`src/verilog/flut_pkg.sv`:
```
// Package with register map, reset values and mode constants for fan table entries seven and eight
// Notes on behaviour
// - In low temperature resolution the top bit of each limit register is ignored and reads back as zero.
// - In high temperature resolution the top bit joins the lower seven bits to form an eight-bit limit, 0 to 127.5 degrees in half steps.
// - In low temperature resolution each limit uses its lower seven bits only, 0 to 127 degrees in whole steps.
// - Above the seventh limit the fan duty is the one at 0x5d, above the eighth limit the one at 0x5f.
// - The comparison uses nine bits of the remote reading in high resolution and eight bits in low resolution.
// - Every limit is taken as non-negative, its sign bit assumed zero.
// - Limits beyond the programmable maximum are reached only through the table temperature offset, which shifts the thresholds.
// - In low duty resolution the upper two bits of each duty register are ignored and read back as zero.
// - In high duty resolution the upper two bits join the lower six bits into an eight-bit duty.
// - The high resolution duty bits act only while the fan output frequency is the 22.5 kHz setting.
// - In low duty resolution only the lower six bits of each duty register form the duty.
package flut_pkg;
  localparam logic [7:0] FLUT_ADDR_LIMIT_SEVEN = 8'h5c;
  localparam logic [7:0] FLUT_ADDR_DUTY_SEVEN = 8'h5d;
  localparam logic [7:0] FLUT_ADDR_LIMIT_EIGHT = 8'h5e;
  localparam logic [7:0] FLUT_ADDR_DUTY_EIGHT = 8'h5f;
  localparam logic [7:0] FLUT_RESET_LIMIT = 8'h7f;
  localparam logic [7:0] FLUT_RESET_DUTY = 8'h3f;
  localparam int FLUT_LOCK_BIT = 5;
  localparam int FLUT_LIMIT_TOP_BIT = 7;
  localparam int FLUT_DUTY_EXT_LSB = 6;
  typedef enum logic [1:0] {
    FLUT_SEL_NONE = 2'b00,
    FLUT_SEL_SEVEN = 2'b01,
    FLUT_SEL_EIGHT = 2'b10
  } flut_sel_t;
endpackage

```
`src/verilog/flut_bank.sv`:
```
// Fan table entries seven and eight: register access and duty selection
`timescale 1ns/1ps
`default_nettype none
module flut_bank
  import flut_pkg::*;
(
  input wire logic clk,
  input wire logic reset,
  input wire logic [7:0] reg_addr,
  input wire logic reg_write,
  input wire logic [7:0] reg_wdata,
  output logic [7:0] reg_rdata,
  output logic reg_hit,
  input wire logic [7:0] lut_config,
  input wire logic temp_high_res,
  input wire logic duty_high_res,
  input wire logic fast_pwm,
  input wire logic [8:0] remote_temp,
  input wire logic [7:0] table_offset,
  input wire logic [7:0] duty_in,
  output logic [7:0] duty_out,
  output logic [1:0] entry_hit
);
  logic unlocked;
  logic [8:0] temp_compare;
  logic [8:0] offset_half;
  logic [7:0] limit_read_seven;
  logic [7:0] duty_read_seven;
  logic [7:0] duty_value_seven;
  logic exceeded_seven;
  logic [7:0] limit_read_eight;
  logic [7:0] duty_read_eight;
  logic [7:0] duty_value_eight;
  logic exceeded_eight;
  flut_sel_t sel;
  logic [7:0] next_reg_rdata;
  logic next_reg_hit;
  logic [7:0] next_duty_out;
  logic [1:0] next_entry_hit;

  assign unlocked = lut_config[FLUT_LOCK_BIT];

  always_comb begin
    // Reading in half degrees; low resolution drops the half bit
    temp_compare = temp_high_res ? remote_temp : {remote_temp[8:1], 1'b0};
    offset_half = {table_offset, 1'b0};
  end

  flut_entry u_seven (
    .clk(clk),
    .reset(reset),
    .write_limit(reg_write && unlocked && reg_addr == FLUT_ADDR_LIMIT_SEVEN),
    .write_duty(reg_write && unlocked && reg_addr == FLUT_ADDR_DUTY_SEVEN),
    .write_data(reg_wdata),
    .temp_high_res(temp_high_res),
    .duty_high_res(duty_high_res),
    .fast_pwm(fast_pwm),
    .temp_compare(temp_compare),
    .table_offset(offset_half),
    .limit_read(limit_read_seven),
    .duty_read(duty_read_seven),
    .duty_value(duty_value_seven),
    .exceeded(exceeded_seven)
  );

  flut_entry u_eight (
    .clk(clk),
    .reset(reset),
    .write_limit(reg_write && unlocked && reg_addr == FLUT_ADDR_LIMIT_EIGHT),
    .write_duty(reg_write && unlocked && reg_addr == FLUT_ADDR_DUTY_EIGHT),
    .write_data(reg_wdata),
    .temp_high_res(temp_high_res),
    .duty_high_res(duty_high_res),
    .fast_pwm(fast_pwm),
    .temp_compare(temp_compare),
    .table_offset(offset_half),
    .limit_read(limit_read_eight),
    .duty_read(duty_read_eight),
    .duty_value(duty_value_eight),
    .exceeded(exceeded_eight)
  );

  always_comb begin
    // Higher entry wins when both limits are passed
    if (exceeded_eight) begin
      sel = FLUT_SEL_EIGHT;
    end else if (exceeded_seven) begin
      sel = FLUT_SEL_SEVEN;
    end else begin
      sel = FLUT_SEL_NONE;
    end
    unique case (sel)
      FLUT_SEL_EIGHT: next_duty_out = duty_value_eight;
      FLUT_SEL_SEVEN: next_duty_out = duty_value_seven;
      default: next_duty_out = duty_in;
    endcase
    next_entry_hit = {exceeded_eight, exceeded_seven};
    next_reg_hit = 1'b1;
    unique case (reg_addr)
      FLUT_ADDR_LIMIT_SEVEN: next_reg_rdata = limit_read_seven;
      FLUT_ADDR_DUTY_SEVEN: next_reg_rdata = duty_read_seven;
      FLUT_ADDR_LIMIT_EIGHT: next_reg_rdata = limit_read_eight;
      FLUT_ADDR_DUTY_EIGHT: next_reg_rdata = duty_read_eight;
      default: begin
        next_reg_rdata = 8'h00;
        next_reg_hit = 1'b0;
      end
    endcase
  end

  always_ff @(posedge clk or posedge reset) begin
    if (reset) begin
      reg_rdata <= 8'h00;
      reg_hit <= 1'b0;
      duty_out <= 8'h00;
      entry_hit <= 2'b00;
    end else begin
      reg_rdata <= next_reg_rdata;
      reg_hit <= next_reg_hit;
      duty_out <= next_duty_out;
      entry_hit <= next_entry_hit;
    end
  end
endmodule
`default_nettype wire

```
`src/verilog/flut_entry.sv`:
```
// One table entry: limit and duty storage, masking and threshold compare
`timescale 1ns/1ps
`default_nettype none
module flut_entry
  import flut_pkg::*;
(
  input wire logic clk,
  input wire logic reset,
  input wire logic write_limit,
  input wire logic write_duty,
  input wire logic [7:0] write_data,
  input wire logic temp_high_res,
  input wire logic duty_high_res,
  input wire logic fast_pwm,
  input wire logic [8:0] temp_compare,
  input wire logic [8:0] table_offset,
  output logic [7:0] limit_read,
  output logic [7:0] duty_read,
  output logic [7:0] duty_value,
  output logic exceeded
);
  logic [7:0] limit_reg;
  logic [7:0] duty_reg;
  logic [7:0] next_limit_reg;
  logic [7:0] next_duty_reg;
  logic [8:0] limit_half;
  logic [9:0] threshold;

  always_comb begin
    next_limit_reg = write_limit ? write_data : limit_reg;
    next_duty_reg = write_duty ? write_data : duty_reg;
  end

  always_ff @(posedge clk or posedge reset) begin
    if (reset) begin
      limit_reg <= FLUT_RESET_LIMIT;
      duty_reg <= FLUT_RESET_DUTY;
    end else begin
      limit_reg <= next_limit_reg;
      duty_reg <= next_duty_reg;
    end
  end

  always_comb begin
    // Limit in half degrees, sign taken as zero
    if (temp_high_res) begin
      limit_half = {limit_reg[6:0], limit_reg[FLUT_LIMIT_TOP_BIT]};
      limit_read = limit_reg;
    end else begin
      limit_half = {limit_reg[6:0], 1'b0};
      limit_read = {1'b0, limit_reg[6:0]};
    end
    threshold = {1'b0, limit_half} + {1'b0, table_offset};
    exceeded = {1'b0, temp_compare} > threshold;
    if (duty_high_res) begin
      duty_read = duty_reg;
    end else begin
      duty_read = {2'b00, duty_reg[5:0]};
    end
    if (duty_high_res && fast_pwm) begin
      duty_value = duty_reg;
    end else begin
      duty_value = {2'b00, duty_reg[5:0]};
    end
  end
endmodule
`default_nettype wire

```
`config.mk`:
```
export PLATFORM = sky130hd
export DESIGN_NAME = flut_bank
export DESIGN_NICKNAME = d
export VERILOG_FILES = /design/src/verilog/flut_pkg.sv /design/src/verilog/flut_bank.sv /design/src/verilog/flut_entry.sv
export SDC_FILE = /design/constraint.sdc
export NUM_CORES = 1
export LEC_CHECK = 0
export ABC_AREA = 1
export BUFFER_PORTS_ARGS = -buffer_cell sky130_fd_sc_hd__clkbuf_2
export CORE_ASPECT_RATIO = 1.5
export CORE_UTILIZATION = 45
export CTS_BUF_LIST = sky130_fd_sc_hd__clkbuf_8
export DETAILED_ROUTE_END_ITERATION = 10
export GPL_TIMING_DRIVEN = 0
export MAX_ROUTING_LAYER = met4
export PLACE_DENSITY = 0.8
export SETUP_SLACK_MARGIN = 0.5
export SLEW_MARGIN = 20
export SYNTH_ARGS = -nofsm -noshare
export SYNTH_HDL_FRONTEND = slang
export SYNTH_SLANG_ARGS = --single-unit
```
`constraint.sdc`:
```
create_clock -name clk -period 3.6 [get_ports clk]
set_input_delay 0.72 -clock clk [delete_from_list [all_inputs] [get_ports clk]]
set_output_delay 0.72 -clock clk [all_outputs]
set_load 0.02 [all_outputs]
```
==> impl_metrics.py, run 1 <==
metrics = {
    "outcome": {
        "status": "complete, but fails checks",
        "violations": "design-rule violations",
    },
    "final_layout": {
        "syn2layout_area_growth_pct": 24.7,
        "final_common_cell": "nand2_1",
        "diodes": 0,
        "mostFrequentLayoutCells": "nand2_1, clkbuf_2, inv_1",
        "finish.net_count": 571,
        "drive_gt1_frac": 0.327,
    },
    "global_routing": {
        "grtUsageTotal": 0.229,
        "antenna_found_initial": 0,
        "overflow": 0,
        "grt_pass1_vias": 2975,
        "grt_max_degree": 29,
        "gr-usage-met3": 0.0209,
        "global_route.usage.met1": 0.226,
        "grt_util_met2": 0.426,
        "grt_pass1_wl_um": 13000,
        "grt.busiest_layer": "met2",
    },
    "worst_setup_path": {
        "worst-path-max-fanout": 8,
        "worstPathArrival_ns": 3.25,
        "crit_required_ns": 3.84,
        "endpoint_kind": "flop",
        "worstSetupPathType": "reg -> reg",
        "crit_path_start_kind": "flop",
    },
    "die": {
        "dieArea_sq_um": 7570,
        "initial_core_util": 0.471,
        "core_sq_um": 6900,
        "die_h_um": 106,
        "die-width_um": 71.4,
        "rows": 37,
        "io_pins": 74,
    },
    "cts": {
        "root_buffer": "clkbuf_8",
        "cts_inserted_buffers": 5,
        "cts_tree": "yes",
        "clock-sinks": 51,
        "clock_latency_ns": 0.30,
        "h-tree-depth": 2,
        "clock_path_buffers": 2,
        "cts.reportedPaths.clkPinSlew_ns": 0.09,
    },
    "yosys": {
        "synth-seq-cells": 51,
        "syn_inst": 395,
        "synth_cell_types": 35,
        "synth_area_leader_cell": "dfstp_2",
        "synth_top_area_frac": 0.210,
        "seq_area_frac_synth": 0.403,
        "syn_area_sq_um": 3250,
        "synth_area_leaders": "dfstp_2, dfrtp_1, ha_1, nand2_1, nand3_1",
        "syn_area_per_cell_sq_um": 8.22,
        "synth_nets": 484,
        "ys_warn_count": 0,
    },
    "min_path": {
        "hp-class": "in -> async",
    },
    "sta": {
        "finalMaxSlewViolations": 0,
        "tightest_slew_ns": 0.561,
        "setup_violations": 0,
        "post-route-min-period_ns": 3.01,
        "maxSlewHeadroom": 0.626,
        "finClkSkew_ns": 0.00805,
        "fmax_ghz": 0.333,
        "fin_setup_tns_ns": 0,
        "hold_viol_final": 0,
        "fin_crit_sh": 0.835,
        "timing.hold.ws_ns": 0.449,
        "rsz0062_at_grt": "yes",
    },
    "place": {
        "hpwlAfterDp_um": 6510,
        "gp_congestion": 0.911,
        "numPortBuffers": 66,
    },
    "pwr": {
        "peakVddDrop_mv": 0.259,
        "pwr-share-comb": 0.225,
        "p_int_uw": 873,
        "cellLeakagePower_uw": 0.00207,
        "swShare": 0.290,
        "switchingPower_uw": 357,
        "powerDensity_nw_per_um2": 303,
        "pwr-share-seq": 0.500,
        "clkPwrFrac": 0.275,
    },
    "routing": {
        "via_count": 3004,
        "first_pass_iters": 11,
        "drt_iter0_drc": 108,
        "wire_per_inst_um": 14.5,
        "wl_um": 8130,
        "postRouteAntennaNets": 0,
        "avgViaCountPerCell": 5.35,
        "drc": 3,
    },
    "job": {
        "drv_cap": 0,
    },
}
==> area by class of cell <==
| type | count | area (sq um) |
|---|---|---|
| well taps | 78 | 97.6 |
| multi-input cells | 286 | 1830 |
| repair buffers | 80 | 477 |
| clock inverters | 2 | 16.3 |
| clock buffers | 6 | 82.6 |
| flip-flops and latches | 51 | 1310 |
| plain buffers | 6 | 40.0 |
| inverters | 52 | 195 |
| fillers | 588 | 2850 |
==> worst max-delay path, stage by stage (launching register included) <==
cell and delay, ns:
dfstp_2 0.60, ha_4 0.15, inv_2 0.04, fa_2 0.39, o21ai_4 0.22, a21oi_2 0.08
xor2_1 0.16, ha_1 0.33, nand2_2 0.08, nor4_4 0.38, nor2_4 0.12, nand2_8 0.11
clkbuf_16 0.15, nand3_2 0.07, nand3_2 0.07
==> metal layers <==
metal	share of wire	vias to the layer above
met5	0	-
met1	0.38	1393
met4	0.054	0
met3	0.036	30
met2	0.53	91
li1	-	1490
==> timing repair <==
action / 4_1_cts / 5_1_grt
hold buffers: 0 / 0
pin swaps: 2 / 20
setup buffers: 1 / 11
cloned: 0 / 1
endpoints found under the setup margin: 9 / 9
resized for setup: 2 / 27
==> power groups by stage <==
stage	Sequential, uW	Combinational [uW]	Clock (uW)
4_1_cts	614	235	348
2_1_floorplan	634	135	0
6_report	614	277	338
3_5_place_dp	624	231	0
5_1_grt	616	307	373
3_3_place_gp	623	221	0
==> per-stage QoR <==
step | utilization | power [uW] | instance area, sq um | setup slack [ns] | instances
floorplan | - | 769 | 3250 | 0.621 | 395
global placement | 0.533 | 843 | 3680 | 0.188 | 539
detailed placement | 0.537 | 855 | 3700 | 0.152 | 540
CTS | 0.553 | 1200 | 3820 | 0.507 | 549
global route | 0.587 | 1300 | 4050 | 0.434 | 561
finish | 0.587 | 1230 | 4050 | 0.593 | 561
==> kinds of logic (layout without fill, tap and decap cells) <==
family / Yosys count / in the layout / synth area share
XOR/XNOR: 12 / 12 / 0.0324
AO/OA/AOI/OAI: 65 / 65 / 0.114
AND/OR/NAND/NOR: 175 / 175 / 0.243
adder cells (fa/ha/maj): 34 / 34 / 0.136
buffers and inverters: 58 / 146 / 0.0724
flip-flops: 51 / 51 / 0.403
==> cell usage after synthesis <==
library cell	count
a22oi_1	1
o21bai_1	3
nor4_4	1
o221ai_1	1
o211ai_1	1
inv_1	47
o21ai_1	1
nand3_1	40
nor3_1	5
a21oi_2	2
nand4_1	10
inv_2	4
fa_1	2
a21oi_1	15
a21o_1	1
nand2_1	102
a21boi_0	1
nand3_2	1
ha_1	32
nor2_4	1
o21ai_2	2
xnor2_1	2
nand2_4	1
o2111ai_1	1
dfrtp_1	25
xor2_1	10
nand2_2	4
dfstp_2	26
nor2_1	9
buf_8	1
o21ai_0	35
o311ai_0	1
nand2b_1	1
buf_2	5
clkinv_1	1
==> final timing paths <==
kind                                       from                   end  slack, ns  depth (start not counted)
setup / recovery           u_eight.limit_reg[0]           duty_out[5]       0.59                         14
hold / removal                            reset           duty_out[6]       0.45                          2
setup reg to reg           u_eight.limit_reg[0]           duty_out[5]       0.59                         14
hold reg to reg             u_seven.duty_reg[7]   u_seven.duty_reg[7]       0.49                          2
max in group asynchronous                 reset  u_seven.limit_reg[0]       2.56                          3
min in group clk            u_seven.duty_reg[7]   u_seven.duty_reg[7]       0.49                          2
Power figures use the tool's default switching activity.
==> run 2: changes to the inputs <==
--- a/config.mk
+++ b/config.mk
@@ -13,7 +13,7 @@
 export DETAILED_ROUTE_END_ITERATION = 10
 export GPL_TIMING_DRIVEN = 0
 export MAX_ROUTING_LAYER = met4
-export PLACE_DENSITY = 0.8
+export PLACE_DENSITY = 0.83
 export SETUP_SLACK_MARGIN = 0.5
 export SLEW_MARGIN = 20
 export SYNTH_ARGS = -nofsm -noshare
==> constraint.sdc (replaced) <==
create_clock -name clk -period 2.6 [get_ports clk]
set_input_delay 0.52 -clock clk [delete_from_list [all_inputs] [get_ports clk]]
set_output_delay 0.52 -clock clk [all_outputs]
set_load 0.02 [all_outputs]
==> impl_metrics.py, run 2 (synthesis gave the netlist of run 1 again) <==
metrics = {
    "sta": {
        "fmax_ghz": 0.347,
        "hold_viol_final": 0,
        "setup_ws_ns": -0.281,
        "post-route-min-period_ns": 2.88,
        "finalMaxSlewViolations": 0,
        "fin_crit_sh": 1.11,
        "maxSlewHeadroom": 0.633,
        "setup_violations": 10,
        "rsz0062_at_grt": "yes",
        "timing.hold.ws_ns": 0.229,
        "finClkSkew_ns": 0.00563,
        "tightest_slew_ns": 0.549,
    },
    "place": {
        "dpl_cell_area_sq_um": 3760,
        "numPortBuffers": 66,
        "hpwlAfterDp_um": 6590,
        "gp_congestion": 0.868,
        "dpl.cell_count": 540,
    },
    "final_layout": {
        "drive_gt1_frac": 0.396,
        "instances_no_fill": 568,
        "diodes": 0,
        "final_common_cell": "nand2_1",
        "mostFrequentLayoutCells": "nand2_1, clkbuf_2, inv_1",
        "stdcell_area_sq_um": 4260,
        "final_core_util": 0.618,
        "finish.net_count": 578,
        "syn2layout_area_growth_pct": 31.3,
    },
    "pwr": {
        "total_power_uw": 1720,
        "p_int_uw": 1190,
        "powerDensity_nw_per_um2": 403,
        "clkPwrFrac": 0.256,
        "swShare": 0.304,
        "pwr-share-comb": 0.249,
        "peakVddDrop_mv": 0.310,
        "cellLeakagePower_uw": 0.00215,
        "pwr-share-seq": 0.496,
        "switchingPower_uw": 522,
    },
    "die": {
        "rows": 37,
        "core_sq_um": 6900,
        "die-width_um": 71.4,
        "initial_core_util": 0.471,
        "dieArea_sq_um": 7570,
        "die_h_um": 106,
        "io_pins": 74,
    },
    "outcome": {
        "violations": "design-rule violations, negative setup slack",
        "status": "complete, but fails checks",
    },
    "global_routing": {
        "overflow": 0,
        "grt_pass1_vias": 3259,
        "grt_pass1_wl_um": 14400,
        "grtUsageTotal": 0.254,
        "antenna_found_initial": 0,
        "grt_max_degree": 29,
    },
    "routing": {
        "avgViaCountPerCell": 5.51,
        "drt_iter0_drc": 146,
        "postRouteAntennaNets": 0,
        "first_pass_iters": 8,
        "drc": 2,
        "wire_per_inst_um": 15.6,
        "via_count": 3128,
        "wl_um": 8860,
    },
    "cts": {
        "clock_latency_ns": 0.31,
        "h-tree-depth": 2,
        "hold_buffers": 0,
        "cts_tree": "yes",
        "clock-sinks": 51,
        "cts.reportedPaths.clkPinSlew_ns": 0.09,
        "root_buffer": "clkbuf_8",
        "cts_inserted_buffers": 5,
        "clock_path_buffers": 2,
    },
    "worst_setup_path": {
        "worst-path-max-fanout": 8,
        "crit_required_ns": 2.80,
        "worstPathArrival_ns": 3.09,
        "worstSetupPathType": "reg -> reg",
        "crit_path_start_kind": "flop",
        "endpoint_kind": "flop",
    },
    "min_path": {
        "hp-class": "in -> async",
    },
    "job": {
        "drv_cap": 0,
    },
}
run 2: cell types whose count changed in the layout (fill, tap and decap cells not counted), sizes merged:
cell / change
a21oi: +1
clkbuf: -2
inv: +1
buf: +7
run 2: worst max-delay path, stage by stage, from the launching register on:
cell and delay, ns:
dfstp_2 0.56, ha_4 0.14, inv_2 0.04, fa_2 0.37, o21ai_4 0.20, xor2_1 0.10, ha_1 0.32, nand2_2 0.09
nor2_4 0.14, o21ai_1 0.08, nand3_1 0.15, nand2_2 0.14, nand2_2 0.11, nand2b_4 0.06, buf_8 0.14, nand3_2 0.08
nand3_2 0.06
run 2: layer usage:
layer	GRT usage	up-vias	part of all wire
met1	0.258	1462	0.35
met5	-	-	0
met2	0.440	118	0.54
li1	-	1505	-
met4	0.183	0	0.066
met3	0.0351	43	0.048
run 2: timing repair:
item,in CTS,in global routing
gates resized for setup,26,32
endpoints found under the hold margin,0,0
pin swaps,21,28
setup endpoints to repair,10,10
cloned,2,0
setup buffers,12,6
run 2: area by class of cell:
class / instances / area [sq um]
Fill cell: 550 / 2630
Multi-Input combinational cell: 287 / 2000
Sequential cell: 51 / 1310
Timing Repair Buffer: 86 / 532
Inverter: 52 / 195
Tap cell: 78 / 97.6
Clock buffer: 5 / 68.8
Buffer: 6 / 50.0
Clock inverter: 3 / 16.3
run 2: through the flow:
| stage | TNS [ns] | setup slack, ns |
|---|---|---|
| after floorplan | -0.00111 | -0.00111 |
| after global placement | -4.90 | -0.529 |
| after detailed placement | -5.57 | -0.614 |
| after CTS | -1.80 | -0.229 |
| after global routing | -3.15 | -0.387 |
| final | -2.26 | -0.281 |
run 2: path summary, 6_finish.rpt:
check                      slack (ns)              endpoint  cells past startpoint                  from
max                             -0.28           duty_out[1]                     16  u_seven.limit_reg[0]
min                              0.23           duty_out[6]                      2                 reset
max reg2reg                     -0.28           duty_out[1]                     16  u_seven.limit_reg[0]
min reg2reg                      0.51  u_seven.limit_reg[7]                      2  u_seven.limit_reg[7]
max in group asynchronous        1.79  u_eight.limit_reg[2]                      3                 reset
min in group clk                 0.44           duty_out[3]                      3            duty_in[3]
run 2: power by group through the flow:
stage	logic (uW)	clock network (uW)	registers, uW
finish	427	439	851
global route	472	483	853
CTS	387	448	850
detailed placement	329	0	864
global placement	314	0	862
floorplan	196	0	878
==> run 3: changes to the inputs <==
--- a/config.mk
+++ b/config.mk
@@ -12,8 +12,7 @@
 export CTS_BUF_LIST = sky130_fd_sc_hd__clkbuf_8
 export DETAILED_ROUTE_END_ITERATION = 10
 export GPL_TIMING_DRIVEN = 0
-export MAX_ROUTING_LAYER = met4
-export PLACE_DENSITY = 0.83
+export PLACE_DENSITY = 0.76
 export SETUP_SLACK_MARGIN = 0.5
 export SLEW_MARGIN = 20
 export SYNTH_ARGS = -nofsm -noshare
==> impl_metrics.py, run 3 (synthesis gave the netlist of run 1 again) <==
metrics = {
    "outcome": {
        "violations": "design-rule violations, negative setup slack",
        "status": "complete, but fails checks",
    },
    "sta": {
        "rsz0062_at_grt": "yes",
        "tightest_slew_ns": 0.461,
        "fin_crit_sh": 1.17,
        "finalMaxSlewViolations": 0,
        "setup_ws_ns": -0.445,
        "setup_violations": 10,
        "hold_viol_final": 0,
        "maxSlewHeadroom": 0.692,
        "post-route-min-period_ns": 3.05,
        "timing.hold.ws_ns": 0.187,
        "fmax_ghz": 0.328,
        "finClkSkew_ns": 0.0102,
    },
    "final_layout": {
        "final_common_cell": "nand2_1",
        "mostFrequentLayoutCells": "nand2_1, clkbuf_2, inv_1",
        "final_core_util": 0.611,
        "finish.net_count": 581,
        "stdcell_area_sq_um": 4210,
        "drive_gt1_frac": 0.359,
        "diodes": 0,
        "syn2layout_area_growth_pct": 29.7,
    },
    "min_path": {
        "hp-class": "in -> async",
    },
    "pwr": {
        "peakVddDrop_mv": 0.335,
        "cellLeakagePower_uw": 0.00214,
        "powerDensity_nw_per_um2": 412,
    },
    "cts": {
        "clock_latency_ns": 0.32,
        "cts.reportedPaths.clkPinSlew_ns": 0.09,
        "h-tree-depth": 2,
        "clock_path_buffers": 2,
        "clock-sinks": 51,
        "cts_tree": "yes",
        "root_buffer": "clkbuf_8",
        "hold_buffers": 0,
        "cts_inserted_buffers": 5,
    },
    "place": {
        "dpl_cell_area_sq_um": 3750,
        "hpwlAfterDp_um": 6750,
        "gp_congestion": 0.911,
        "numPortBuffers": 66,
    },
    "die": {
        "die_h_um": 106,
        "io_pins": 74,
        "die-width_um": 71.4,
        "initial_core_util": 0.471,
        "rows": 37,
        "core_sq_um": 6900,
        "dieArea_sq_um": 7570,
    },
    "worst_setup_path": {
        "crit_buf_inv": 2,
        "worstSetupPathType": "reg -> reg",
        "slowest_delay_ns": 0.56,
        "regToRegStartpoint": "u_eight.limit_reg[0]",
        "endpoint_kind": "flop",
        "crit_path_start_kind": "flop",
        "crit_required_ns": 2.84,
        "cp_cell_sequence": "ha_4 > inv_2 > fa_2 > o21ai_4 > a21oi_2 > xor2_1 > ha_1 > nand2_2 > nor4_4 > nor2_4 > nand2_4 > buf_4 > nand3_1 > nand3_1",
        "worst-path-max-fanout": 8,
        "r2r_end": "duty_out[5]",
        "cpMaxStageDelayCell": "dfstp_2",
        "r2r_cells": 14,
        "worstPathArrival_ns": 3.29,
        "rrSetupSlack_ns": -0.45,
        "cp_common_cell": "nand3_1",
        "critical-path-top-delay-family": "simple AND/OR/NAND/NOR gates",
    },
    "routing": {
        "avgViaCountPerCell": 5.49,
        "first_pass_iters": 8,
        "postRouteAntennaNets": 0,
        "wl_um": 9120,
        "via_count": 3134,
        "wire_per_inst_um": 16.0,
        "drt_iter0_drc": 153,
        "drc": 2,
    },
    "global_routing": {
        "grtUsageTotal": 0.246,
        "overflow": 0,
        "grt_util_met2": 0.467,
        "grt_pass1_wl_um": 14200,
        "grt.busiest_layer": "met2",
        "grt_max_degree": 30,
        "global_route.usage.met1": 0.262,
        "antenna_found_initial": 0,
        "grt_pass1_vias": 3125,
        "gr-usage-met3": 0.0303,
    },
    "job": {
        "drv_cap": 0,
    },
}
==> run 3: cell count changes in the layout (fill, tap and decap cells not counted), moves of 2 or more <==
cell / before / now
a21oi_2: 5 / 3
nand2_4: 1 / 3
buf_12: 0 / 2
buf_4: 15 / 19
nand2_1: 93 / 96
a21oi_1: 10 / 12
buf_16: 2 / 0
nand2_2: 12 / 8
nand3_2: 25 / 10
nand3_1: 16 / 30
==> run 3: worst max path at each step <==
stage / start / endpoint / slack, ns / depth (start not counted)
3_3_place_gp: table_offset[0] / duty_out[4] / -0.58 / 15
3_5_place_dp: table_offset[0] / duty_out[1] / -0.67 / 15
5_1_grt: u_eight.limit_reg[0] / duty_out[5] / -0.54 / 14
2_1_floorplan: u_eight.limit_reg[0] / duty_out[6] / -0.001 / 18
4_1_cts: u_eight.limit_reg[0] / duty_out[1] / -0.25 / 18
6_report: u_eight.limit_reg[0] / duty_out[5] / -0.45 / 14
==> run 3: final cells by class <==
class / count / area [sq um]
buffer: 6 / 46.3
clock buffer: 6 / 82.6
clock inverter: 2 / 12.5
fill: 579 / 2680
inverter: 52 / 195
multi-input combinational: 287 / 1920
sequential: 51 / 1310
tap: 78 / 97.6
timing repair buffer: 89 / 549
==> run 3: metrics by stage <==
step	power [uW]	worst slack, ns	cells	setup TNS (ns)
after floorplan	1070	-0.00111	395	-0.00111
after global placement	1180	-0.583	539	-5.40
after detailed placement	1200	-0.669	540	-6.03
after CTS	1700	-0.252	562	-2.11
after global routing	1830	-0.542	571	-4.39
final	1740	-0.445	571	-3.29
==> run 3: worst register-to-register path, cell delays in order, from the launching register on <==
cell and delay, ns:
dfstp_2 0.56, ha_4 0.13, inv_2 0.04, fa_2 0.39, o21ai_4 0.22, a21oi_2 0.09
xor2_1 0.17, ha_1 0.32, nand2_2 0.08, nor4_4 0.38, nor2_4 0.10, nand2_4 0.14
buf_4 0.13, nand3_1 0.09, nand3_1 0.14
==> run 3: what timing repair did <==
action,CTS,global route
setup buffers,13,8
endpoints found under the setup margin,10,10
hold endpoints to repair,0,0
gates resized for setup,15,19
pin swaps,17,16
gates cloned,1,1
==> run 3: power breakdown <==
group	switching (uW)	internal, uW
combinational	243	173
clock	257	214
sequential	18.6	832
==> run 3: metal layers <==
layer  part of all wire  up-vias
li1                   -     1506
met1               0.37     1482
met2               0.55      118
met3              0.040       28
met4              0.040        0
met5                  0        -
